<file path="config.mk">
export PLATFORM = sky130hd
export DESIGN_NAME = bkf_top
export DESIGN_NICKNAME = d
export VERILOG_FILES = /design/src/design/bkf_pkg.sv /design/src/design/bkf_top.sv
export SDC_FILE = /design/constraint.sdc
export NUM_CORES = 1
export LEC_CHECK = 0
export BUFFER_PORTS_ARGS = -buffer_cell sky130_fd_sc_hd__buf_4
export CORE_MARGIN = 8
export CORE_UTILIZATION = 45
export CTS_BUF_LIST = sky130_fd_sc_hd__clkbuf_4
export DETAILED_ROUTE_END_ITERATION = 7
export MAX_ROUTING_LAYER = met4
export PLACE_DENSITY_LB_ADDON = 0.15
export SYNTH_ARGS = -nofsm -noshare
export SYNTH_HDL_FRONTEND = slang
export SYNTH_SLANG_ARGS = --single-unit
export TNS_END_PERCENT = 5
</file>
<file path="constraint.sdc">
create_clock -name pclk -period 2.1 [get_ports pclk]
set_clock_uncertainty 0.15 [all_clocks]
set_input_delay 0.315 -clock pclk [delete_from_list [all_inputs] [get_ports pclk]]
set_output_delay 0.315 -clock pclk [all_outputs]
set_load 0.005 [all_outputs]
</file>
<file path="src/design/bkf_pkg.sv">
// package: offsets, field positions and reset values of the
// backup-domain control and reset-source registers.
// assumes an APB slave with 8-bit byte address and 32-bit data.
package bkf_pkg;

    // ----------------------------------------------------------------
    // bus geometry
    // ----------------------------------------------------------------
    localparam int          ADDR_W    = 8;
    localparam int          DATA_W    = 32;
    localparam int          STRB_W    = DATA_W / 8;
    localparam logic [7:0]  BDC_OFS   = 8'h20;
    localparam logic [7:0]  RSC_OFS   = 8'h24;

    // ----------------------------------------------------------------
    // backup-domain control register
    // ----------------------------------------------------------------
    localparam logic [31:0] BDC_RESET    = 32'h0000_0018;
    localparam int          BDC_SOFT_BIT = 16;
    localparam int          BDC_GATE_BIT = 15;
    localparam int          BDC_SRC_LSB  = 8;
    localparam int          BDC_BYP_BIT  = 2;
    localparam int          BDC_STB_BIT  = 1;
    localparam int          BDC_ON_BIT   = 0;
    localparam logic [1:0]  RTC_SRC_NONE = 2'h0;
    localparam logic [1:0]  RTC_SRC_SLOW = 2'h1;
    localparam logic [1:0]  RTC_SRC_INT  = 2'h2;
    localparam logic [1:0]  RTC_SRC_FAST = 2'h3;

    // ----------------------------------------------------------------
    // reset-source and internal slow oscillator register
    // ----------------------------------------------------------------
    localparam logic [31:0] RSC_RESET    = 32'h0C00_0000;
    localparam int          RSC_FLAG_LSB = 26;
    localparam int          RSC_FLAG_N   = 6;
    localparam logic [5:0]  FLAG_RESET   = RSC_RESET[31:26];
    localparam int          RSC_CLR_BIT  = 24;
    localparam int          RSC_STB_BIT  = 1;
    localparam int          RSC_ON_BIT   = 0;

    // flag indices inside the six-bit cause vector
    localparam int          FLG_PIN  = 0;
    localparam int          FLG_POR  = 1;
    localparam int          FLG_SOFT = 2;
    localparam int          FLG_FREE = 3;
    localparam int          FLG_WIN  = 4;
    localparam int          FLG_LP   = 5;

    // byte-lane merge of a write into a stored word
    function automatic logic [31:0] bkf_merge(input logic [31:0] old_val,
                                              input logic [31:0] new_val,
                                              input logic [3:0]  strb);
        logic [31:0] res;
        res = old_val;
        for (int i = 0; i < 4; i++) begin
            if (strb[i]) begin
                res[i*8 +: 8] = new_val[i*8 +: 8];
            end
        end
        return res;
    endfunction

endpackage

</file>
<file path="src/design/bkf_top.sv">
// backup-domain control and reset-source flag registers on APB.
// assumes: unlock and cause inputs come from pclk logic; oscillator
// ready levels are asynchronous; clock muxing is done downstream.
//
// Overview of operation
// - backup register resets only by backup-domain reset, survives system reset
// - backup register takes byte, half-word and word access by byte lanes
// - crystal, bypass, source and gate writes need backup write unlock
// - bit 16 set holds the backup domain in reset, clear releases
// - bit 15 passes the selected clock to the RTC when set
// - bits 9:8 pick none, slow crystal, internal slow, fast crystal/128
// - a nonzero source locks until the next backup-domain reset
// - bit 2 set bypasses the slow crystal with an external clock
// - bit 0 starts the slow crystal; bit 1 shows it is stable
// - reset value 0x0C000000; flags power-reset only, others system reset
// - bit 31 latches a low-power mode reset
// - bit 30 latches a window watchdog reset
// - bit 29 latches a free watchdog reset
// - bit 28 latches a software reset
// - bit 27 latches a power-on reset
// - bit 26 latches an external pin reset
// - writing 1 to bit 24 clears all six cause flags
// - bit 0 starts the internal slow oscillator; bit 1 shows stable
module bkf_top
    import bkf_pkg::*;
(
    // clock and resets
    input  wire logic                  pclk,
    input  wire logic                  presetn,
    input  wire logic                  power_rstn,
    input  wire logic                  backup_rstn,
    // apb slave
    input  wire logic                  psel,
    input  wire logic                  penable,
    input  wire logic                  pwrite,
    input  wire logic [bkf_pkg::ADDR_W-1:0] paddr,
    input  wire logic [bkf_pkg::DATA_W-1:0] pwdata,
    input  wire logic [bkf_pkg::STRB_W-1:0] pstrb,
    output logic [bkf_pkg::DATA_W-1:0] prdata,
    output logic                       pready,
    output logic                       pslverr,
    // power controller
    input  wire logic                  backup_write_unlock,
    // reset causes, one-cycle or level
    input  wire logic                  cause_low_power,
    input  wire logic                  cause_window_dog,
    input  wire logic                  cause_free_dog,
    input  wire logic                  cause_soft,
    input  wire logic                  cause_pin,
    // oscillator ready levels, asynchronous
    input  wire logic                  slow_crystal_ready,
    input  wire logic                  internal_slow_ready,
    // control outputs
    output logic                       backup_domain_soft_reset,
    output logic                       rtc_clock_gate,
    output logic [1:0]                 rtc_source_select,
    output logic                       slow_crystal_bypass,
    output logic                       slow_crystal_on,
    output logic                       internal_slow_osc_on
);
    import bkf_pkg::*;

    // ----------------------------------------------------------------
    // declarations
    // ----------------------------------------------------------------
    logic [DATA_W-1:0] prdata_reg;
    logic              pready_reg;
    logic              pslverr_reg;
    logic              soft_reset_reg;
    logic              gate_reg;
    logic [1:0]        src_reg;
    logic              bypass_reg;
    logic              xtal_on_reg;
    logic [5:0]        flag_reg;
    logic [5:0]        flag_next;
    logic              clear_reg;
    logic              irc_on_reg;
    logic [1:0]        xtal_sync_reg;
    logic [1:0]        irc_sync_reg;
    logic              xtal_stb;
    logic              irc_stb;
    logic              bkp_rstn;
    logic              setup;
    logic              access;
    logic              sel_bdc;
    logic              sel_rsc;
    logic              wr_bdc;
    logic              wr_rsc;
    logic              wr_locked;
    logic [31:0]       bdc_view;
    logic [31:0]       rsc_view;
    logic [31:0]       bdc_wr;
    logic [31:0]       rsc_wr;
    logic [5:0]        cause_in;

    // ----------------------------------------------------------------
    // apb decode
    // ----------------------------------------------------------------
    assign setup   = psel && !penable;
    assign access  = psel && penable && pready_reg;
    assign sel_bdc = (paddr == BDC_OFS);
    assign sel_rsc = (paddr == RSC_OFS);
    assign wr_bdc  = access && pwrite && sel_bdc;
    assign wr_rsc  = access && pwrite && sel_rsc;
    // locked fields only move when the power controller unlocks them
    assign wr_locked = wr_bdc && backup_write_unlock;

    // merged write words, only written lanes change
    assign bdc_wr = bkf_merge(bdc_view, pwdata, pstrb);
    assign rsc_wr = bkf_merge(rsc_view, pwdata, pstrb);

    // ----------------------------------------------------------------
    // register views
    // ----------------------------------------------------------------
    always_comb begin
        bdc_view = BDC_RESET;
        bdc_view[BDC_SOFT_BIT]                = soft_reset_reg;
        bdc_view[BDC_GATE_BIT]                = gate_reg;
        bdc_view[BDC_SRC_LSB +: 2]            = src_reg;
        bdc_view[BDC_BYP_BIT]                 = bypass_reg;
        bdc_view[BDC_STB_BIT]                 = xtal_stb;
        bdc_view[BDC_ON_BIT]                  = xtal_on_reg;
    end

    always_comb begin
        rsc_view = '0;
        rsc_view[RSC_FLAG_LSB +: RSC_FLAG_N]  = flag_reg;
        rsc_view[RSC_CLR_BIT]                 = clear_reg;
        rsc_view[RSC_STB_BIT]                 = irc_stb;
        rsc_view[RSC_ON_BIT]                  = irc_on_reg;
    end

    // ----------------------------------------------------------------
    // apb answer: ready in the first cycle of the access phase, no wait state
    // ----------------------------------------------------------------
    always_ff @(posedge pclk or negedge presetn) begin
        if (!presetn) begin
            pready_reg  <= 1'b0;
            pslverr_reg <= 1'b0;
            prdata_reg  <= '0;
        end else begin
            pready_reg  <= setup;
            if (setup) begin
                pslverr_reg <= !(sel_bdc || sel_rsc);
                if (!pwrite && sel_bdc) begin
                    prdata_reg <= bdc_view;
                end else if (!pwrite && sel_rsc) begin
                    prdata_reg <= rsc_view;
                end else begin
                    prdata_reg <= '0;
                end
            end else if (access) begin
                pslverr_reg <= 1'b0;
            end
        end
    end

    // ----------------------------------------------------------------
    // backup-domain soft reset bit
    // ----------------------------------------------------------------
    // only the backup-domain reset clears it, never the system reset
    always_ff @(posedge pclk or negedge backup_rstn) begin
        if (!backup_rstn) begin
            soft_reset_reg <= BDC_RESET[BDC_SOFT_BIT];
        end else if (wr_bdc) begin
            soft_reset_reg <= bdc_wr[BDC_SOFT_BIT];
        end
    end

    // backup domain held in reset while the soft bit is set
    assign bkp_rstn = backup_rstn && !soft_reset_reg;

    // ----------------------------------------------------------------
    // backup-domain fields
    // ----------------------------------------------------------------
    always_ff @(posedge pclk or negedge bkp_rstn) begin
        if (!bkp_rstn) begin
            gate_reg    <= BDC_RESET[BDC_GATE_BIT];
            bypass_reg  <= BDC_RESET[BDC_BYP_BIT];
            xtal_on_reg <= BDC_RESET[BDC_ON_BIT];
        end else if (wr_locked) begin
            gate_reg    <= bdc_wr[BDC_GATE_BIT];
            bypass_reg  <= bdc_wr[BDC_BYP_BIT];
            xtal_on_reg <= bdc_wr[BDC_ON_BIT];
        end
    end

    // source select locks once nonzero
    always_ff @(posedge pclk or negedge bkp_rstn) begin
        if (!bkp_rstn) begin
            src_reg <= BDC_RESET[BDC_SRC_LSB +: 2];
        end else if (wr_locked && src_reg == RTC_SRC_NONE) begin
            src_reg <= bdc_wr[BDC_SRC_LSB +: 2];
        end
    end

    // ----------------------------------------------------------------
    // oscillator ready synchronisers and stable flags
    // ----------------------------------------------------------------
    always_ff @(posedge pclk or negedge presetn) begin
        if (!presetn) begin
            xtal_sync_reg <= '0;
            irc_sync_reg  <= '0;
        end else begin
            xtal_sync_reg <= {xtal_sync_reg[0], slow_crystal_ready};
            irc_sync_reg  <= {irc_sync_reg[0], internal_slow_ready};
        end
    end

    // a flag never shows while its oscillator is off
    assign xtal_stb = xtal_sync_reg[1] && xtal_on_reg;
    assign irc_stb  = irc_sync_reg[1] && irc_on_reg;

    // ----------------------------------------------------------------
    // clear bit and internal oscillator enable, system reset
    // ----------------------------------------------------------------
    always_ff @(posedge pclk or negedge presetn) begin
        if (!presetn) begin
            clear_reg  <= RSC_RESET[RSC_CLR_BIT];
            irc_on_reg <= RSC_RESET[RSC_ON_BIT];
        end else if (wr_rsc) begin
            clear_reg  <= rsc_wr[RSC_CLR_BIT];
            irc_on_reg <= rsc_wr[RSC_ON_BIT];
        end
    end

    // ----------------------------------------------------------------
    // reset cause flags, power reset only
    // ----------------------------------------------------------------
    always_comb begin
        cause_in           = '0;
        cause_in[FLG_LP]   = cause_low_power;
        cause_in[FLG_WIN]  = cause_window_dog;
        cause_in[FLG_FREE] = cause_free_dog;
        cause_in[FLG_SOFT] = cause_soft;
        cause_in[FLG_PIN]  = cause_pin;
    end

    // a cause arriving with the clear still sets its flag
    always_comb begin
        flag_next = flag_reg;
        if (wr_rsc && rsc_wr[RSC_CLR_BIT]) begin
            flag_next = '0;
        end
        flag_next = flag_next | cause_in;
    end

    // power-on flag comes from the reset value itself
    always_ff @(posedge pclk or negedge power_rstn) begin
        if (!power_rstn) begin
            flag_reg <= FLAG_RESET;
        end else begin
            flag_reg <= flag_next;
        end
    end

    // ----------------------------------------------------------------
    // outputs
    // ----------------------------------------------------------------
    assign prdata                   = prdata_reg;
    assign pready                   = pready_reg;
    assign pslverr                  = pslverr_reg;
    assign backup_domain_soft_reset = soft_reset_reg;
    assign rtc_clock_gate           = gate_reg;
    assign rtc_source_select        = src_reg;
    assign slow_crystal_bypass      = bypass_reg;
    assign slow_crystal_on          = xtal_on_reg;
    assign internal_slow_osc_on     = irc_on_reg;
endmodule

</file>
; Word level (Yosys, flattened, before mapping)
; Index checks and enable logic that the tools add are counted.
[word_totals]
reg_bits = 52
in_bits = 59
output_inout_bits = 41
elab_cells = 48
[classes]
n_eq_ne = 2
n_mux = 6
bitwise = 1
n_reduce_logical = 26
[ops]
columns = cell, count
row1 = $mux W32, 2
row2 = $eq A8 B6 Y1 const B, 2
row3 = $logic_and A1 B1 Y1, 14
row4 = $reduce_and A2 Y1, 5
row5 = $mux W6, 1
row6 = $or A6 B6 Y6, 1
row7 = $logic_not A1 Y1, 4
row8 = $mux W1, 3
row9 = $logic_not A2 Y1, 1
row10 = $reduce_bool A2 Y1, 1
row11 = $logic_or A1 B1 Y1, 1

; Logic depth before layout (Yosys ltp)
[depth]
ltp_word = 7
ltp_mapped = 6
depth_no_buf = 4

; Worst setup path before layout
; No wires, ideal clock.
[synth_path]
path_kind = in2reg
from = in paddr[4] (netlist name)
to = reg gate_reg, in the netlist rtc_clock_gate
setup_time_ps = 125
arrival_time_ps = 1791
t_required_ps = 1825
slack_ps = 34
path_stages = 4
n_path_buf = 1
path_cell_list = or4b_1 -> buf_2 -> or4_4 -> mux2_4
[synth_between]
elab_chain_cells = 4
[synth_rtl]
columns = item, line_no
row1 = from (decl), bkf_top.sv:36  ; input wire logic [bkf_pkg::ADDR_W-1:0] paddr,
row2 = $eq A8 B6 Y1, bkf_top.sv:101  ; assign sel_bdc = (paddr == BDC_OFS);
row3 = $logic_and A1 B1 Y1, bkf_top.sv:103  ; assign wr_bdc = access && pwrite && sel_bdc;
row4 = $logic_and A1 B1 Y1, bkf_top.sv:106  ; assign wr_locked = wr_bdc && backup_write_unlock;
row5 = $reduce_and A2 Y1 (no source line), --
row6 = to (signal assigned), bkf_top.sv:178  ; gate_reg <= BDC_RESET[BDC_GATE_BIT];
row7 = to (signal assigned), bkf_top.sv:182  ; gate_reg <= bdc_wr[BDC_GATE_BIT];
row8 = to (decl), bkf_top.sv:70  ; logic gate_reg;
; Every way passes these cells.
; A chain may end at the register's enable or synchronous reset.

; Final worst setup path
[layout_path]
from = in paddr[4] (netlist name)
to = reg flag_reg[2]
[layout_between]
elab_chain_cells = 5
[layout_rtl]
columns = item, line_no
row1 = $eq A8 B6 Y1, bkf_top.sv:102  ; assign sel_rsc = (paddr == RSC_OFS);
row2 = $logic_and A1 B1 Y1, bkf_top.sv:104  ; assign wr_rsc = access && pwrite && sel_rsc;
row3 = $logic_and A1 B1 Y1, bkf_top.sv:242  ; if (wr_rsc && rsc_wr[RSC_CLR_BIT]) begin
row4 = $mux W6, bkf_top.sv:242
row5 = $or A6 B6 Y6, bkf_top.sv:245  ; flag_next = flag_next | cause_in;
row6 = via flag_next[2], bkf_top.sv:75  ; logic [5:0] flag_next;
row7 = to (signal assigned), bkf_top.sv:253  ; flag_reg <= flag_next;
row8 = to (decl), bkf_top.sv:74  ; logic [5:0] flag_reg;
; The timed path passes the listed nets, and every way through them passes these cells.

==> impl_metrics.yaml <==
hold_path:
  hold_path_class: "in2reg"
  min_to: "flag_reg[0]$_DFF_PN1_"
  hold_depth: 2
  min_from: "cause_pin"
clock_tree:
  htree_levels: 2
  cts_max_path_buffers: 2
  path_clk_slew_ps: 90
  insertion_delay_ps: 330
  clkSinkCount: 35
  cts_made_buffers: 5
  cts_tree: "built"
  cts_root_buf: "clkbuf_4"
pwr:
  p_clk_frac: 0.287
  ir_worst_vdd_uv: 368
  combPwrFrac: 0.111
  power_density_nw_per_um2: 535
  seqPwrFrac: 0.602
  sw_frac_of_total: 0.236
  p_sw_uw: 269
  internal_power_uw: 869
  p_leak_uw: 0.00106
detailed_routing:
  m1WireLength_mm: 1.44
  antenna_left: 0
  dr_wl_met2_mm: 2.01
  wl_per_cell_microns: 15.2
  drt_iter0_drc: 60
  vias: 1244
  top_layer: "met4"
  first_pass_iters: 4
  drt_wl_total_mm: 3.90
  vias_per_cell: 4.86
  met3_length_microns: 376
  drc: 0
sta:
  max-slew-margin-rel: 0.617
  finalCriticalPeriod_ps: 1860
  fin_setup_tns_ps: 0
  slew_viol_final: 0
  rsz0062_at_grt: "no"
  final_hold_viol_count: 0
  fmax_mhz: 538
  worst_pin_slew_ps: 567
  finalCritPeriodShare: 0.885
  setup_violations: 0
worst_setup_path:
  startpoint_type: "primary input"
  reg2reg_depth: 3
  rrSetupSlack_ps: 290
  worstReg2RegEnd: "flag_reg[2]$_DFF_PN0_"
  arrival_ps: 1930
  crit_required_ps: 2180
  r2r-start: "pready$_DFF_PN0_"
  crit_fanout: 7
  worst-setup-path-type: "in2reg"
  endpoint_kind: "flip-flop"
outcome:
  status: "finished, final reports clean"
placement:
  dpl.hpwl_mm: 3.04
  gp_congestion: 0.801
  io_buffers: 58
  placedCellCount: 240
floorplanning:
  die_x_microns: 74.6
  die_h_microns: 74.6
  num_rows: 21
  dieArea_sq_um: 5570
  core_area_sq_um: 3310
  initial_core_util: 0.467
  ios: 100
grt:
  grt_first_pass_wirelength_mm: 6.38
  grt_use_total: 0.157
  overflow: 0
  grt_pass1_vias: 1347
  antenna_found_initial: 0
  grt_max_degree: 24
synthesis:
  yosys_warnings: 0
  yosysUniqueCellTypes: 36
  syn_inst: 138
  synth_top_cell_area_share: 0.534
  synth_area_leader_cell: "dfrtp_1"
  syn_avg_cell_area_sq_um: 11.2
  ys_ff_latch: 35
  netlist_area_sq_um: 1550
  ys_seq_area_frac: 0.568
  synth.area.top_cells: "dfrtp_1 53%, buf_4 8.3%, nand2_1 4.6%, dfstp_2 3.4%, a21o_1 2.9%"
layout:
  layout-drive-gt1-share: 0.381
  largest_reg_flops: 15
  nNetsFinal: 269
  area_delta_synth_final_pct: 37.5
  final_cells: 256
  antenna_cells: 0
run:
  drv_cap: 0
-- power groups by stage --
stage | Combinational, uW | Sequential (uW) | Clock [uW]
after CTS | 127 | 685 | 340
after floorplan | 54.6 | 698 | 0
after global placement | 111 | 697 | 0
final | 127 | 685 | 326
after detailed placement | 113 | 698 | 0
after global routing | 140 | 686 | 376
-- worst max path at each step --
stage	from	end	depth (start not counted)
global placement	paddr[4]	internal_slow_osc_on$_DFFE_PN0P_	5
floorplan	paddr[4]	rtc_clock_gate$_DFFE_PN0P_	4
detailed placement	paddr[4]	flag_reg[4]$_DFF_PN0_	4
global route	paddr[4]	internal_slow_osc_on$_DFFE_PN0P_	5
CTS	paddr[4]	flag_reg[2]$_DFF_PN0_	4
finish	paddr[4]	flag_reg[2]$_DFF_PN0_	4
-- critical path, cell delays in order --
cell and delay [ps]:
buf_4 110, or4b_1 610, or4_1 670, a21o_1 220
-- synthesized netlist by cell type (all sizes together) --
cell     instances
dfrtp           33
buf             21
nand2           19
o21ai            8
a21o             6
a22o             5
mux2             5
nand2b           4
nor4             4
clkbuf           3
dfstp            2
inv              2
nand3b           2
nor2b            2
o21bai           2
o31ai            2
or4              2
or4b             2
a21oi            1
a32oi            1
and2             1
and4             1
clkinv           1
conb             1
mux2i            1
nand3            1
nand4            1
nor2             1
nor4b            1
o2bb2ai          1
o41ai            1
or3              1
-- cell usage in the layout (no fill, tap or decap), types with 2 or more instances in the layout --
cell,count
o31ai_1,2
nand2_1,19
nor2b_1,2
nand3b_1,2
nor4_1,4
conb_1,16
dlygate4sd3_1,9
nand2b_1,4
o21ai_0,8
a21o_1,6
buf_4,65
clkbuf_4,5
dfrtp_1,33
dfstp_2,2
a22o_1,5
clkinv_1,2
o21bai_1,2
mux2_2,4
inv_1,2
-- logic make-up after synthesis --
group	Yosys count	synth area share
other	1	0.00243
DFF	35	0.568
and+or+nand+nor	42	0.151
buffers and inverters	27	0.110
muxes	6	0.0453
AOI/OAI and AO/OA	27	0.123
-- layout make-up --
cell class / instances / area, sq um
Inverter: 3 / 11.3
Multi-Input combinational cell: 91 / 553
Clock buffer: 5 / 37.5
Sequential cell: 35 / 878
Clock inverter: 2 / 8.76
Tap cell: 46 / 57.6
Timing Repair Buffer: 74 / 578
Fill cell: 285 / 1190
-- metal layers --
layer  global-route usage  vias to the layer above
met5                    -                        -
met4               0.0717                        0
met3               0.0485                        8
met2                0.277                       51
met1                0.155                      598
li1                     -                      587
-- through the flow --
stage	util	worst slack, ps	cell area (sq um)	power, uW	hold WS [ps]
finish	0.642	242	2120	1140	15.3
global route	0.642	187	2120	1200	5.68
CTS	0.642	254	2120	1150	5.60
detailed placement	0.601	-100	1990	811	-54.7
global placement	0.601	-88.9	1990	808	-55.5
floorplan	-	34.2	1600	752	-131
-- timing repair --
item,CTS,global route
endpoints found under the setup margin,0,0
hold buffers,9,0
hold endpoints to repair,41,0
setup buffers,0,0
gates resized for setup,0,0
(Power assumes the default switching activity.)
